===== src/rtl/ffb_pkg.sv =====
// Register map and field layout of the fault status flag bank
package ffb_pkg;
    // Printed offset 0x12 is not a multiple of four: offsets kept as indices
    localparam logic [7:0] FFB_BOOST_IDX = 8'h10;
    localparam logic [7:0] FFB_LED_IDX = 8'h12;
    localparam logic [7:0] FFB_INTEN_IDX = 8'h20;
    localparam logic [11:0] FFB_BOOST_ADDR = {2'h0, FFB_BOOST_IDX, 2'h0};
    localparam logic [11:0] FFB_LED_ADDR = {2'h0, FFB_LED_IDX, 2'h0};
    localparam logic [11:0] FFB_INTEN_ADDR = {2'h0, FFB_INTEN_IDX, 2'h0};
    localparam int FFB_ADDR_W = 12;

    // Boost register flag positions; clear bit sits one below each flag
    localparam int FFB_BOOST_NFLAG = 8;
    localparam int FFB_OVERHEAT_BIT = 15;
    localparam int FFB_ISHORT_BIT = 13;
    localparam int FFB_STRRES_BIT = 11;
    localparam int FFB_MODERES_BIT = 9;
    localparam int FFB_FREQRES_BIT = 7;
    localparam int FFB_OCP_BIT = 5;
    localparam int FFB_OVPH_BIT = 3;
    localparam int FFB_OVPL_BIT = 1;

    // LED register fields
    localparam int FFB_TIMEOUT_BIT = 14;
    localparam int FFB_BADCFG_BIT = 12;
    localparam int FFB_SUMMARY_BIT = 10;
    localparam int FFB_GND_BIT = 8;
    localparam int FFB_SHORT_BIT = 7;
    localparam int FFB_OPEN_BIT = 6;
    localparam int FFB_NCHAN = 4;

    // Interrupt enable fields, two bits each, in the enable register
    localparam int FFB_NEN = 4;
    localparam logic [1:0] FFB_EN_READ_ON = 2'h2;
    localparam logic [1:0] FFB_EN_READ_OFF = 2'h0;
    localparam logic [1:0] FFB_EN_WR_ON = 2'h3;
    localparam logic [1:0] FFB_EN_WR_OFF = 2'h1;
    localparam logic [3:0] FFB_EN_RESET = 4'hF;

    localparam logic [15:0] FFB_BOOST_RESET = 16'h0000;
    localparam logic [15:0] FFB_LED_RESET = 16'h0000;
endpackage : ffb_pkg


===== src/rtl/ffb_fault_bank.sv =====
// Fault status flag bank with APB register access and interrupt pin
//
// Functional notes
// RQ1 - Flag clears only when flag bit and its clear bit both written 1.
// RQ2 - Overheat flag at boost bit 15, clear at bit 14.
// RQ3 - Current resistor short flag at boost bit 13, clear bit 12.
// RQ4 - Missing string resistor flag at boost bit 11, clear bit 10.
// RQ5 - Missing mode resistor flag at boost bit 9, clear bit 8.
// RQ6 - Missing frequency resistor flag at boost bit 7, clear bit 6.
// RQ7 - Boost overcurrent flag at boost bit 5, clear bit 4.
// RQ8 - Boost overvoltage high flag at boost bit 3, clear bit 2.
// RQ9 - Boost overvoltage low flag at bit 1; clear bit 0 clears flag. Code clears it only when bits 1 and 0 are both written 1.
// RQ10 - Bus timeout flag at LED bit 14, clear bit 13.
// RQ11 - Bad string configuration flag at LED bit 12, clear bit 11.
// RQ12 - Summary string fault flag at LED bit 10, clear bit 9.
// RQ13 - Grounded string detail, read-only LED bit 8.
// RQ14 - Shorted string detail, read-only bit 7, cleared with summary.
// RQ15 - Open string detail, read-only bit 6, cleared with summary.
// RQ16 - Host writes zero to reserved LED bits 5 and 4.
// RQ17 - Per-channel fault bits 3..0, channel four at bit 3.
// RQ18 - LED register bit 15 reserved.
// RQ19 - Enable fields read 2 on, 0 off; write 3 enables, 1 disables.
// RQ20 - Flags stay latched; partial writes leave them unchanged.
// RQ21 - Interrupt active while any enabled latched flag is set.
//
// Implementation choice: the APB register port.
`timescale 1ns/1ps
`default_nettype none

module ffb_fault_bank (
    input wire logic clk_i,
    input wire logic srst_i,
    input wire logic psel_i,
    input wire logic penable_i,
    input wire logic pwrite_i,
    input wire logic [ffb_pkg::FFB_ADDR_W-1:0] paddr_i,
    input wire logic [31:0] pwdata_i,
    input wire logic [3:0] pstrb_i,
    output logic [31:0] prdata_o,
    output logic pready_o,
    output logic pslverr_o,
    input wire logic [ffb_pkg::FFB_BOOST_NFLAG-1:0] boost_fault_i,
    input wire logic bus_timeout_i,
    input wire logic bad_string_cfg_i,
    input wire logic string_grounded_i,
    input wire logic string_shorted_i,
    input wire logic string_open_i,
    input wire logic [ffb_pkg::FFB_NCHAN-1:0] channel_fault_i,
    output logic irq_o
);
    import ffb_pkg::*;

    typedef struct packed {
        logic [FFB_BOOST_NFLAG-1:0] boost_flags;
        logic timeout_flag;
        logic badcfg_flag;
        logic summary_flag;
        logic grounded;
        logic shorted;
        logic opened;
        logic [FFB_NCHAN-1:0] chan;
        logic [FFB_NEN-1:0] en;
        logic [31:0] rdata;
        logic ready;
        logic slverr;
        logic irq;
    } ffb_state_t;

    ffb_state_t state_q;
    ffb_state_t state_d;

    logic [15:0] boost_view;
    logic [15:0] led_view;
    logic [7:0] en_view_c;
    logic [15:0] wlo;
    logic wr_lo;
    logic setup;
    logic hit_boost;
    logic hit_led;
    logic hit_en;
    logic [FFB_BOOST_NFLAG-1:0] boost_clr;
    logic [FFB_BOOST_NFLAG-1:0] boost_next;

    // Boost flags are on odd bits, clear bits one below
    genvar gi;
    generate
        for (gi = 0; gi < FFB_BOOST_NFLAG; gi++) begin : g_boost
            assign boost_view[2*gi+1] = state_q.boost_flags[gi];
            assign boost_view[2*gi] = 1'b0;
            // Clear needs flag and clear bit written 1 together [RQ1] [RQ20]
            assign boost_clr[gi] = wr_lo && hit_boost && wlo[2*gi+1] && wlo[2*gi];
            // Set wins over a clear in the same cycle [RQ2] [RQ3] [RQ4] [RQ5]
            // [RQ6] [RQ7] [RQ8] [RQ9]
            assign boost_next[gi] = boost_fault_i[gi] || (state_q.boost_flags[gi] && !boost_clr[gi]);
        end
    endgenerate

    always_comb begin
        led_view = 16'h0000;
        led_view[15] = 1'b0; // [RQ18]
        led_view[FFB_TIMEOUT_BIT] = state_q.timeout_flag; // [RQ10]
        led_view[FFB_BADCFG_BIT] = state_q.badcfg_flag; // [RQ11]
        led_view[FFB_SUMMARY_BIT] = state_q.summary_flag; // [RQ12]
        led_view[FFB_GND_BIT] = state_q.grounded; // [RQ13]
        led_view[FFB_SHORT_BIT] = state_q.shorted; // [RQ14]
        led_view[FFB_OPEN_BIT] = state_q.opened; // [RQ15]
        led_view[FFB_NCHAN-1:0] = state_q.chan; // [RQ17]
    end

    always_comb begin
        for (int i = 0; i < FFB_NEN; i++) begin
            en_view_c[2*i +: 2] = state_q.en[i] ? FFB_EN_READ_ON : FFB_EN_READ_OFF; // [RQ19]
        end
    end

    assign setup = psel_i && !penable_i;
    assign wlo = pwdata_i[15:0];
    assign wr_lo = setup && pwrite_i && pstrb_i[0] && pstrb_i[1];
    assign hit_boost = paddr_i == FFB_BOOST_ADDR;
    assign hit_led = paddr_i == FFB_LED_ADDR;
    assign hit_en = paddr_i == FFB_INTEN_ADDR;

    always_comb begin
        logic clr_to;
        logic clr_bc;
        logic clr_sum;
        logic any_led;
        clr_to = 1'b0;
        clr_bc = 1'b0;
        clr_sum = 1'b0;
        any_led = 1'b0;
        state_d = state_q;
        state_d.boost_flags = boost_next;
        if (wr_lo && hit_led) begin
            // Bits 5 and 4 ignored; host keeps them zero [RQ16]
            clr_to = wlo[FFB_TIMEOUT_BIT] && wlo[FFB_TIMEOUT_BIT-1]; // [RQ1]
            clr_bc = wlo[FFB_BADCFG_BIT] && wlo[FFB_BADCFG_BIT-1]; // [RQ1]
            clr_sum = wlo[FFB_SUMMARY_BIT] && wlo[FFB_SUMMARY_BIT-1]; // [RQ1]
        end
        state_d.timeout_flag = bus_timeout_i || (state_q.timeout_flag && !clr_to); // [RQ10]
        state_d.badcfg_flag = bad_string_cfg_i || (state_q.badcfg_flag && !clr_bc); // [RQ11]
        any_led = string_grounded_i || string_shorted_i || string_open_i;
        state_d.summary_flag = any_led || (state_q.summary_flag && !clr_sum); // [RQ12] [RQ20]
        state_d.grounded = string_grounded_i || (state_q.grounded && !clr_sum); // [RQ13]
        state_d.shorted = string_shorted_i || (state_q.shorted && !clr_sum); // [RQ14]
        state_d.opened = string_open_i || (state_q.opened && !clr_sum); // [RQ15]
        state_d.chan = channel_fault_i; // [RQ17]
        if (setup && pwrite_i && pstrb_i[0] && hit_en) begin
            for (int i = 0; i < FFB_NEN; i++) begin
                if (pwdata_i[2*i +: 2] == FFB_EN_WR_ON) begin
                    state_d.en[i] = 1'b1; // [RQ19]
                end else if (pwdata_i[2*i +: 2] == FFB_EN_WR_OFF) begin
                    state_d.en[i] = 1'b0; // [RQ19]
                end
            end
        end
        // Enable 0 gates boost, 1 timeout, 2 bad config, 3 string faults
        state_d.irq = (state_d.en[0] && (|state_d.boost_flags))
            || (state_d.en[1] && state_d.timeout_flag)
            || (state_d.en[2] && state_d.badcfg_flag)
            || (state_d.en[3] && state_d.summary_flag); // [RQ21] [RQ1]
        // No wait state: answer in first access-phase cycle
        state_d.ready = setup;
        state_d.slverr = setup && !(hit_boost || hit_led || hit_en);
        state_d.rdata = 32'h0000_0000;
        if (setup && !pwrite_i) begin
            if (hit_boost) begin
                state_d.rdata = {16'h0000, boost_view};
            end else if (hit_led) begin
                state_d.rdata = {16'h0000, led_view};
            end else if (hit_en) begin
                state_d.rdata = {24'h00_0000, en_view_c};
            end
        end
        if (srst_i) begin
            state_d = '0;
            state_d.boost_flags = FFB_BOOST_RESET[FFB_BOOST_NFLAG-1:0];
            state_d.en = FFB_EN_RESET;
        end
    end

    always_ff @(posedge clk_i) begin
        state_q <= state_d;
    end

    assign prdata_o = state_q.rdata;
    assign pready_o = state_q.ready;
    assign pslverr_o = state_q.slverr;
    assign irq_o = state_q.irq;
endmodule : ffb_fault_bank

`default_nettype wire


===== config.mk =====
export PLATFORM = sky130hd
export DESIGN_NAME = ffb_fault_bank
export DESIGN_NICKNAME = d
export VERILOG_FILES = /design/src/rtl/ffb_pkg.sv /design/src/rtl/ffb_fault_bank.sv
export SDC_FILE = /design/constraint.sdc
export NUM_CORES = 1
export LEC_CHECK = 0
export ABC_CLOCK_PERIOD_IN_PS = 3500
export BUFFER_PORTS_ARGS = -buffer_cell sky130_fd_sc_hd__buf_2
export CAP_MARGIN = 20
export CORE_UTILIZATION = 43
export CTS_BUF_LIST = sky130_fd_sc_hd__clkbuf_8
export DETAILED_ROUTE_END_ITERATION = 12
export GPL_ROUTABILITY_DRIVEN = 0
export PLACE_DENSITY = 0.84
export SLEW_MARGIN = 20
export SYNTH_ARGS = -nofsm -noshare
export SYNTH_HDL_FRONTEND = slang
export SYNTH_SLANG_ARGS = --single-unit
export TNS_END_PERCENT = 100

===== constraint.sdc =====
create_clock -name clk_i -period 3.5 [get_ports clk_i]
set_clock_uncertainty 0.05 [all_clocks]
set_input_delay 0.175 -clock clk_i [delete_from_list [all_inputs] [get_ports clk_i]]
set_output_delay 0.175 -clock clk_i [all_outputs]
set_load 0.02 [all_outputs]

=== Yosys cells after proc, flatten, opt, wreduce, memory -nomap -nowiden ===
Cells that the tools add are included.

* Output and inout bits: 35
* Flip-flop bits (word level): 57
* Bits of input ports: 70
* Word-level logic and storage cells: 134

* Bitwise gates (word level): 2
* Multiplexer cells: 19
* Eq/ne operators: 11
* Reductions and logical operators: 86

{| class="wikitable"
|+ Operator list
! kind !! count
|-
| $logic_and 1x1->1 || 46
|-
| $eq 12x7->1 const B || 2
|-
| $logic_or 1x1->1 || 21
|-
| $mux 16 || 1
|-
| $mux 15 || 1
|-
| $logic_not 1->1 || 14
|-
| $eq 12x8->1 const B || 1
|-
| $mux 1 || 11
|-
| $eq 2x1->1 const B || 4
|-
| $eq 2x2->1 const B || 4
|-
| $mux 2 || 4
|-
| $mux 8 || 1
|-
| $reduce_or 8->1 || 1
|-
| $reduce_or 5->1 || 1
|-
| $mux 4 || 1
|-
| $reduce_or 4->1 || 1
|-
| $reduce_or 3->1 || 1
|-
| $not 1->1 || 2
|-
| $reduce_or 2->1 || 1
|}

=== Depth between registers and ports, before layout ===
Gate-level depths: netlist of run 1.

* Word-level depth: 16
* Mapped depth: 7
* Gate-level depth less buffers: 6

=== Worst setup path before layout of run 1 ===
No wires, ideal clock.

* Path kind: in2reg
* Start point: input paddr_i[8] (netlist name)
* End point: register state_q, in the netlist irq_o
* Stages on the path: 7
* Data required time: 3330 ps
* Path slack: 953 ps
* Library setup time: 120 ps
* Path buffers: 1
* Arrival: 2378 ps
* Cell sequence: or4_4 -> or4_1 -> buf_2 -> o32a_1 -> nor4_1 -> a41oi_1 -> o31a_1

* Longest elaborated chain between the ends: 12
* Elaborated cells on any way between the ends: 67
* Classes of those cells: 3 x eq/ne; 4 x mux; 60 x reduce/logical

{| class="wikitable"
|+ RTL lines
! element !! line !! text
|-
| start, declared || ffb_fault_bank.sv:36 || <nowiki>input wire logic [ffb_pkg::FFB_ADDR_W-1:0] paddr_i,</nowiki>
|-
| $eq 12x7->1 || ffb_fault_bank.sv:119 || <nowiki>assign hit_boost = paddr_i == FFB_BOOST_ADDR;</nowiki>
|-
| $logic_and 1x1->1 (3 in a row) || ffb_fault_bank.sv:91 || <nowiki>assign boost_clr[gi] = wr_lo && hit_boost && wlo[2*gi+1] && wlo[2*gi];</nowiki>
|-
| $logic_not 1->1 || ffb_fault_bank.sv:94 || <nowiki>assign boost_next[gi] = boost_fault_i[gi] || (state_q.boost_flags[gi] && !boost_clr[gi]);</nowiki>
|-
| $logic_and 1x1->1 || ffb_fault_bank.sv:94 ||
|-
| $logic_or 1x1->1 || ffb_fault_bank.sv:94 ||
|-
| $reduce_or 8->1 || ffb_fault_bank.sv:158 || <nowiki>state_d.irq = (state_d.en[0] && (|state_d.boost_flags))</nowiki>
|-
| $logic_and 1x1->1 || ffb_fault_bank.sv:158 ||
|-
| $logic_or 1x1->1 || ffb_fault_bank.sv:159 || <nowiki>|| (state_d.en[1] && state_d.timeout_flag)</nowiki>
|-
| $logic_or 1x1->1 || ffb_fault_bank.sv:160 || <nowiki>|| (state_d.en[2] && state_d.badcfg_flag)</nowiki>
|-
| $logic_or 1x1->1 * || ffb_fault_bank.sv:161 || <nowiki>|| (state_d.en[3] && state_d.summary_flag);</nowiki>
|-
| end signal, assigned || ffb_fault_bank.sv:183 || <nowiki>state_q <= state_d;</nowiki>
|-
| end, declared || ffb_fault_bank.sv:69 || <nowiki>ffb_state_t state_q;</nowiki>
|}

Every way passes the cells marked *; elsewhere a longest branch is shown, timed or not.
A chain may end at the register's enable or synchronous reset.

=== Final worst setup path of run 1 ===
Same ends and word-level chain as after synthesis.

==> results of run 1 <==
worst register-to-register path, delay by kind of cell (launching register included):
| family | cells | cell delay [ns] |
|---|---|---|
| AO/OA/AOI/OAI | 3 | 0.67 |
| flip-flops | 1 | 0.31 |
| AND/OR/NAND/NOR | 1 | 0.40 |
placed cells by master (no fill, tap or decap), types with 2 or more instances in the layout:
master,netlist,layout
a21oi_1,7,7
a222oi_1,2,2
a22oi_1,2,2
and2_1,18,18
buf_2,1,69
buf_4,17,2
clkbuf_8,0,5
conb_1,1,17
dfxtp_1,40,40
mux2i_1,4,4
nand2_1,6,6
nand2b_1,2,2
nand3_1,4,4
nand3b_1,7,7
nand4_1,3,3
nand4b_1,2,2
nor2_1,13,13
nor2b_1,5,5
nor3_1,2,2
nor4_1,3,3
o22ai_1,3,3
o32a_1,6,6
or3_1,2,2
or4_1,2,2
layer usage:
metal	up-vias	global-route usage, %	part of all wire, %
met2	82	29.57	44
li1	707	-	-
met5	-	0	0
met4	0	8.807	1.2
met3	4	7.428	9.2
met1	638	24.41	45
flip-flops by register name, indices dropped and copies added, names as in the netlist:
signal and count:
boost_view 8, prdata_o 15, led_view 10, pready_o 1, irq_o 1, state_q 4, pslverr_o 1
worst paths after layout:
| kind | to | slack (ns) | depth (start not counted) |
|---|---|---|---|
| setup / recovery | irq_o | 0.79 | 7 |
| hold / removal | pready_o | 0.02 | 2 |
| setup reg to reg | irq_o | 1.96 | 4 |
| hold reg to reg | prdata_o[0] | 0.38 | 1 |
report_power, final:
group,total (W),switching [W],internal (W)
clock network,0.000384,0.000170,0.000215
registers,0.000476,0.00000603,0.000470
logic,0.0000885,0.0000500,0.0000386
total,0.000949,0.000226,0.000723
cell families (layout without fill, tap and decap cells):
logic type / after synthesis / in the layout
DFF: 40 / 40
other: 1 / 17
muxes: 4 / 4
AOI/OAI and AO/OA: 23 / 23
and+or+nand+nor: 75 / 75
buffers and inverters: 22 / 80
cell type report:
type	instances	share of cell area [%]
timing repair buffer	71	17.44
clock buffer	5	3.331
clock inverter	3	2.241
multi-input combinational	119	35.25
inverter	1	0.1817
sequential	40	38.76
tap	46	2.786
metrics by stage:
step	util, %	total power, W
6_report	59.56	0.0009491
5_1_grt	59.56	0.0009909
4_1_cts	59.56	0.0009543
3_5_place_dp	56.24	0.0005743
3_3_place_gp	56.24	0.0005717
2_1_floorplan	-	0.0005474
==> metrics.yaml, run 1 <==
cells_and_area:
  layout.nets: 308
  multi_input_area_um2: 728.2
  n_antenna_cell: 0
  regArea_um2: 800.8
  drive_gt1_share_pct: 34.73
  finalNonFillerCells: 285
  fillers: 332
  final_area_mm2: 0.002066
  synthToLayoutAreaGrowth_pct: 27.79
run_status:
  status: "completed"
synth:
  netlist_instances: 165
  synth_cell_types: 34
  yosys.area.top_type: "dfxtp_1"
  synth.top_cell.area_share_pct: 49.54
  ys_seq_area_share_pct: 49.54
  async_flop_share_pct: 0
  synth-adder-area-share_pct: 0
  synth_enable_flop_cells: 0
  synth-simple-area-share_pct: 27.79
  synth_compound_area_share_pct: 10.84
  synthTopCellsByCount: "dfxtp_1 (40), and2_1 (18), buf_4 (17), nor2_1 (13)"
  avgSynthCellArea_um2: 9.797
  ys.flop_type: "dfxtp_1"
  synth.area.mux_share_pct: 2.477
  syn-cell-area_mm2: 0.001617
  yosys-top-cells-area: "dfxtp_1 (50%), buf_4 (7.9%), and2_1 (7.0%)"
  synth_xor_area_share_pct: 0
  synth-seq-cells: 40
  yosys_warnings: 0
  synth_top_family_by_area: "simple AND/OR/NAND/NOR gates"
  synth_most_common_cell: "dfxtp_1"
sta:
  fin_crit_sh_pct: 77.54
  fin_crit_ns: 2.714
  worst_slack_ns: 0.7862
  setup-violations-final: 0
  slew_headroom_pct: 50.18
  final_hold_viol_count: 0
  max_clock_freq_mhz: 368.5
  max_slew.worst_pin.slew_ns: 0.7416
  setup_tns_ns: 0
  fin_hold_ws_ns: 0.01882
  rsz0062_at_grt: "no"
  slew_violations: 0
worst_setup_path:
  crit_type: "in2reg"
  cp_cell_sequence: "buf_2 > or4_4 > or4_1 > o32a_1 > nor4_1 > a41oi_1 > o31a_1"
  endpoint_kind: "flip-flop"
  startpoint: "paddr_i[8]"
  critPathBufInv: 1
  worst-path-max-fanout: 8
  crit_slowest_cell: "or4_1"
  cp_top_family: "simple AND/OR/NAND/NOR gates"
  worstSetupStartpointType: "input port"
  cp.arrival_ns: 2.86
  timing.rr.start: "boost_view[15]"
  max_stage_delay_ns: 0.71
  cp_data_required_time_ns: 3.64
floorplanning:
  core-area_mm2: 0.003468
  start_util_pct: 46.61
  die_h_um: 63.32
  rows: 21
  die_w_um: 63.32
  ios: 105
  die_area_mm2: 0.004009
route:
  first_pass_iters: 4
  ant_nets: 0
  wirelength_um: 3613
  first_iter_violations: 67
  wl_per_cell_um: 12.68
  drcViolationCount: 0
  vias_per_cell: 5.021
  vias: 1431
global_route:
  grt_first_pass_wirelength_um: 5878
  antenna_found_initial: 0
  first_global_vias: 1322
  grt_start_max_net_pins: 15
  grt_overflow: 0
  grt.total_usage_pct: 19.51
clock_tree:
  cts_tree: "built"
  cts_hold_buf: 0
  clk_latency_ns: 0.29
  cts_buffers: 5
  cts_buffer_depth: 2
  clk_pin_slew_ns: 0.08
  post_cts_resized: 0
  htreeDepth: 2
  clock_sinks: 40
  cts-root-buf: "clkbuf_8"
  cts_setup_buffers: 0
power:
  vdd_drop_max_uv: 194.2
  leakage_nw: 0.9410
  power_density_mw_per_mm2: 459.4
job:
  maxCapViolCount: 0
placed_design:
  pre_cts_slack_ns: 0.4903
  placed_cells: 277
  dp_hpwl_um: 2800
  place_area_mm2: 0.001951
  io_buffers: 69
hold_path:
  hold_start: "penable_i"
  min_path_type: "in2reg"
Power figures use the tool's default switching activity.
==> inputs of run 2 (changes only) <==
--- a/config.mk
+++ b/config.mk
@@ -5,7 +5,7 @@
 export SDC_FILE = /design/constraint.sdc
 export NUM_CORES = 1
 export LEC_CHECK = 0
-export ABC_CLOCK_PERIOD_IN_PS = 3500
+export ABC_CLOCK_PERIOD_IN_PS = 2610
 export BUFFER_PORTS_ARGS = -buffer_cell sky130_fd_sc_hd__buf_2
 export CAP_MARGIN = 20
 export CORE_UTILIZATION = 43
==> constraint.sdc (replaced) <==
create_clock -name clk_i -period 2.61 [get_ports clk_i]
set_clock_uncertainty 0.05 [all_clocks]
set_input_delay 0.1305 -clock clk_i [delete_from_list [all_inputs] [get_ports clk_i]]
set_output_delay 0.1305 -clock clk_i [all_outputs]
set_load 0.02 [all_outputs]
==> metrics.yaml, run 2 (synthesized netlist as in run 1, its figures left out) <==
run_status:
  status: "completed"
route:
  ant_nets: 0  # unchanged
  vias: 1452  # +1.5%
  vias_per_cell: 4.922  # -2.0%
  first_iter_violations: 115  # +72%
  drcViolationCount: 0  # unchanged
  wirelength_um: 3631  # +0.50%
  wl_per_cell_um: 12.31  # -2.9%
  first_pass_iters: 5  # +1
cells_and_area:
  final_cell_mix: "buf_2 (69), dfxtp_1 (40), and2_1 (18), conb_1 (17), nor2_1 (13)"
  finalNonFillerCells: 295  # +3.5%
  drive_gt1_share_pct: 36.14  # +1.4 points
  layout.nets: 319  # +3.6%
  multi_input_area_um2: 733.2  # +0.69%
  regArea_um2: 800.8  # unchanged
  largest_register_ffs: 15  # unchanged
  synthToLayoutAreaGrowth_pct: 34.68
  n_antenna_cell: 0  # unchanged
  final_common_cell: "buf_2"
  fillers: 325  # -2.1%
floorplanning:
  core-area_mm2: 0.003468  # unchanged
  die_area_mm2: 0.004009  # unchanged
  rows: 21  # unchanged
  start_util_pct: 46.61  # unchanged
  die_h_um: 63.32  # unchanged
  die_w_um: 63.32  # unchanged
  ios: 105  # unchanged
sta:
  setup-violations-final: 0  # unchanged
  slew_violations: 0  # unchanged
  fin_crit_ns: 2.493
  max_slew.worst_pin.slew_ns: 0.5892  # -0.1524 ns
  fin_crit_sh_pct: 95.53
  rsz0062_at_grt: "no"
  slew_headroom_pct: 60.36  # +10 points
  final_hold_viol_count: 0  # unchanged
  max_clock_freq_mhz: 401.1
worst_setup_path:
  cp.arrival_ns: 2.63  # -0.23 ns
  critPathBufInv: 2  # +1
  timing.rr.start: "boost_view[15]"
  crit_slowest_cell: "dlygate4sd3_1"
  cp_cell_sequence: "dlygate4sd3_1 > buf_2 > and4b_1 > nand2_1 > o32a_1 > nor4_1 > a41oi_1 > o31a_1"
  reg2regPathDepth: 4  # unchanged
  worst-path-stages: 8  # +1
  crit_type: "in2reg"
  r2r_setup_slack_ns: 1.13  # -0.83 ns
  cp_data_required_time_ns: 2.75  # -0.89 ns
  max_stage_delay_ns: 0.53  # -0.18 ns
  worstSetupStartpointType: "input port"
  startpoint: "penable_i"
  worst-path-max-fanout: 6  # -2
  endpoint_kind: "flip-flop"
  cp_top_family: "simple AND/OR/NAND/NOR gates"
  r2r_end: "irq_o"
  endpoint: "irq_o"
clock_tree:
  clk_latency_ns: 0.29  # about the same
  cts-root-buf: "clkbuf_8"
  cts_buffers: 5  # unchanged
  cts_buffer_depth: 2  # unchanged
  cts_tree: "built"
  clock_sinks: 40  # unchanged
  clk_pin_slew_ns: 0.07  # about the same
  htreeDepth: 2  # unchanged
hold_path:
  min_path_type: "in2reg"
power:
  power_density_mw_per_mm2: 619.3  # +35%
  leakage_nw: 1.002  # +6.5%
  power.total_w: 0.001348  # +42%
  vdd_drop_max_uv: 300.0  # +54%
global_route:
  grt_overflow: 0  # unchanged
  grt_first_pass_wirelength_um: 5878  # unchanged
  first_global_vias: 1315  # -0.53%
  grt.total_usage_pct: 19.19  # -0.32 points
  antenna_found_initial: 0  # unchanged
  grt_start_max_net_pins: 15  # unchanged
placed_design:
  io_buffers: 69  # unchanged
  placed_cells: 284  # +2.5%
  dp_hpwl_um: 2792  # -0.29%
job:
  maxCapViolCount: 0  # unchanged
run 2: worst min-delay path by stage:
| stage | from | to | depth (start not counted) |
|---|---|---|---|
| 2_1_floorplan | srst_i | led_view[0] | 1 |
| 3_3_place_gp | penable_i | pready_o | 2 |
| 6_report | channel_fault_i[3] | led_view[3] | 2 |
| 4_1_cts | channel_fault_i[3] | led_view[3] | 2 |
| 5_1_grt | bad_string_cfg_i | led_view[12] | 3 |
| 3_5_place_dp | penable_i | pready_o | 2 |
run 2: final cells by class:
type | instances | share of cell area [%]
clock buffer | 5 | 3.161
clock inverter | 2 | 2.759
inverter | 1 | 0.1724
multi-input combinational | 119 | 33.68
sequential | 40 | 36.78
tap | 46 | 2.644
timing repair buffer | 82 | 20.80
run 2: repair_timing:
item	in CTS	in global routing
endpoints found under the setup margin	0	1
hold buffers	4	0
setup buffers	0	0
resized for setup	0	2
hold endpoints to repair	4	0
run 2: where the power goes:
part | leakage, nW | internal (W) | switching, W
registers | 0.329 | 0.000631 | 0.00000837
clock network | 0.0642 | 0.000376 | 0.000209
logic | 0.609 | 0.0000567 | 0.0000677
run 2: per-layer routing:
layer  GRT usage (%)  up-vias  wire, um
met5               0        -         0
met4           8.523        0        55
met1           25.25      650      1634
met3           4.710        6       281
met2           29.57       72      1659
li1                -      724         -
run 2: per-stage QoR:
step | TNS [ns] | hold slack [ns] | setup WS, ns | util, % | instance area [um2]
2_1_floorplan | 0 | 0.1521 | 0.1072 | - | 1677
3_3_place_gp | -0.1485 | 0.2777 | -0.1485 | 57.76 | 2003
3_5_place_dp | -0.2412 | 0.2879 | -0.2412 | 57.76 | 2003
4_1_cts | 0 | 0.003158 | 0.07358 | 62.63 | 2172
5_1_grt | 0 | 0.006932 | 0.02935 | 62.77 | 2177
6_report | 0 | 0.004459 | 0.1166 | 62.77 | 2177
run 2: worst register-to-register path: cells and delay by family, from the launching register on:
| kind | cells | cell delay (ns) |
|---|---|---|
| AO/OA/AOI/OAI | 3 | 0.65 |
| AND/OR/NAND/NOR | 1 | 0.36 |
| flip-flops | 1 | 0.31 |
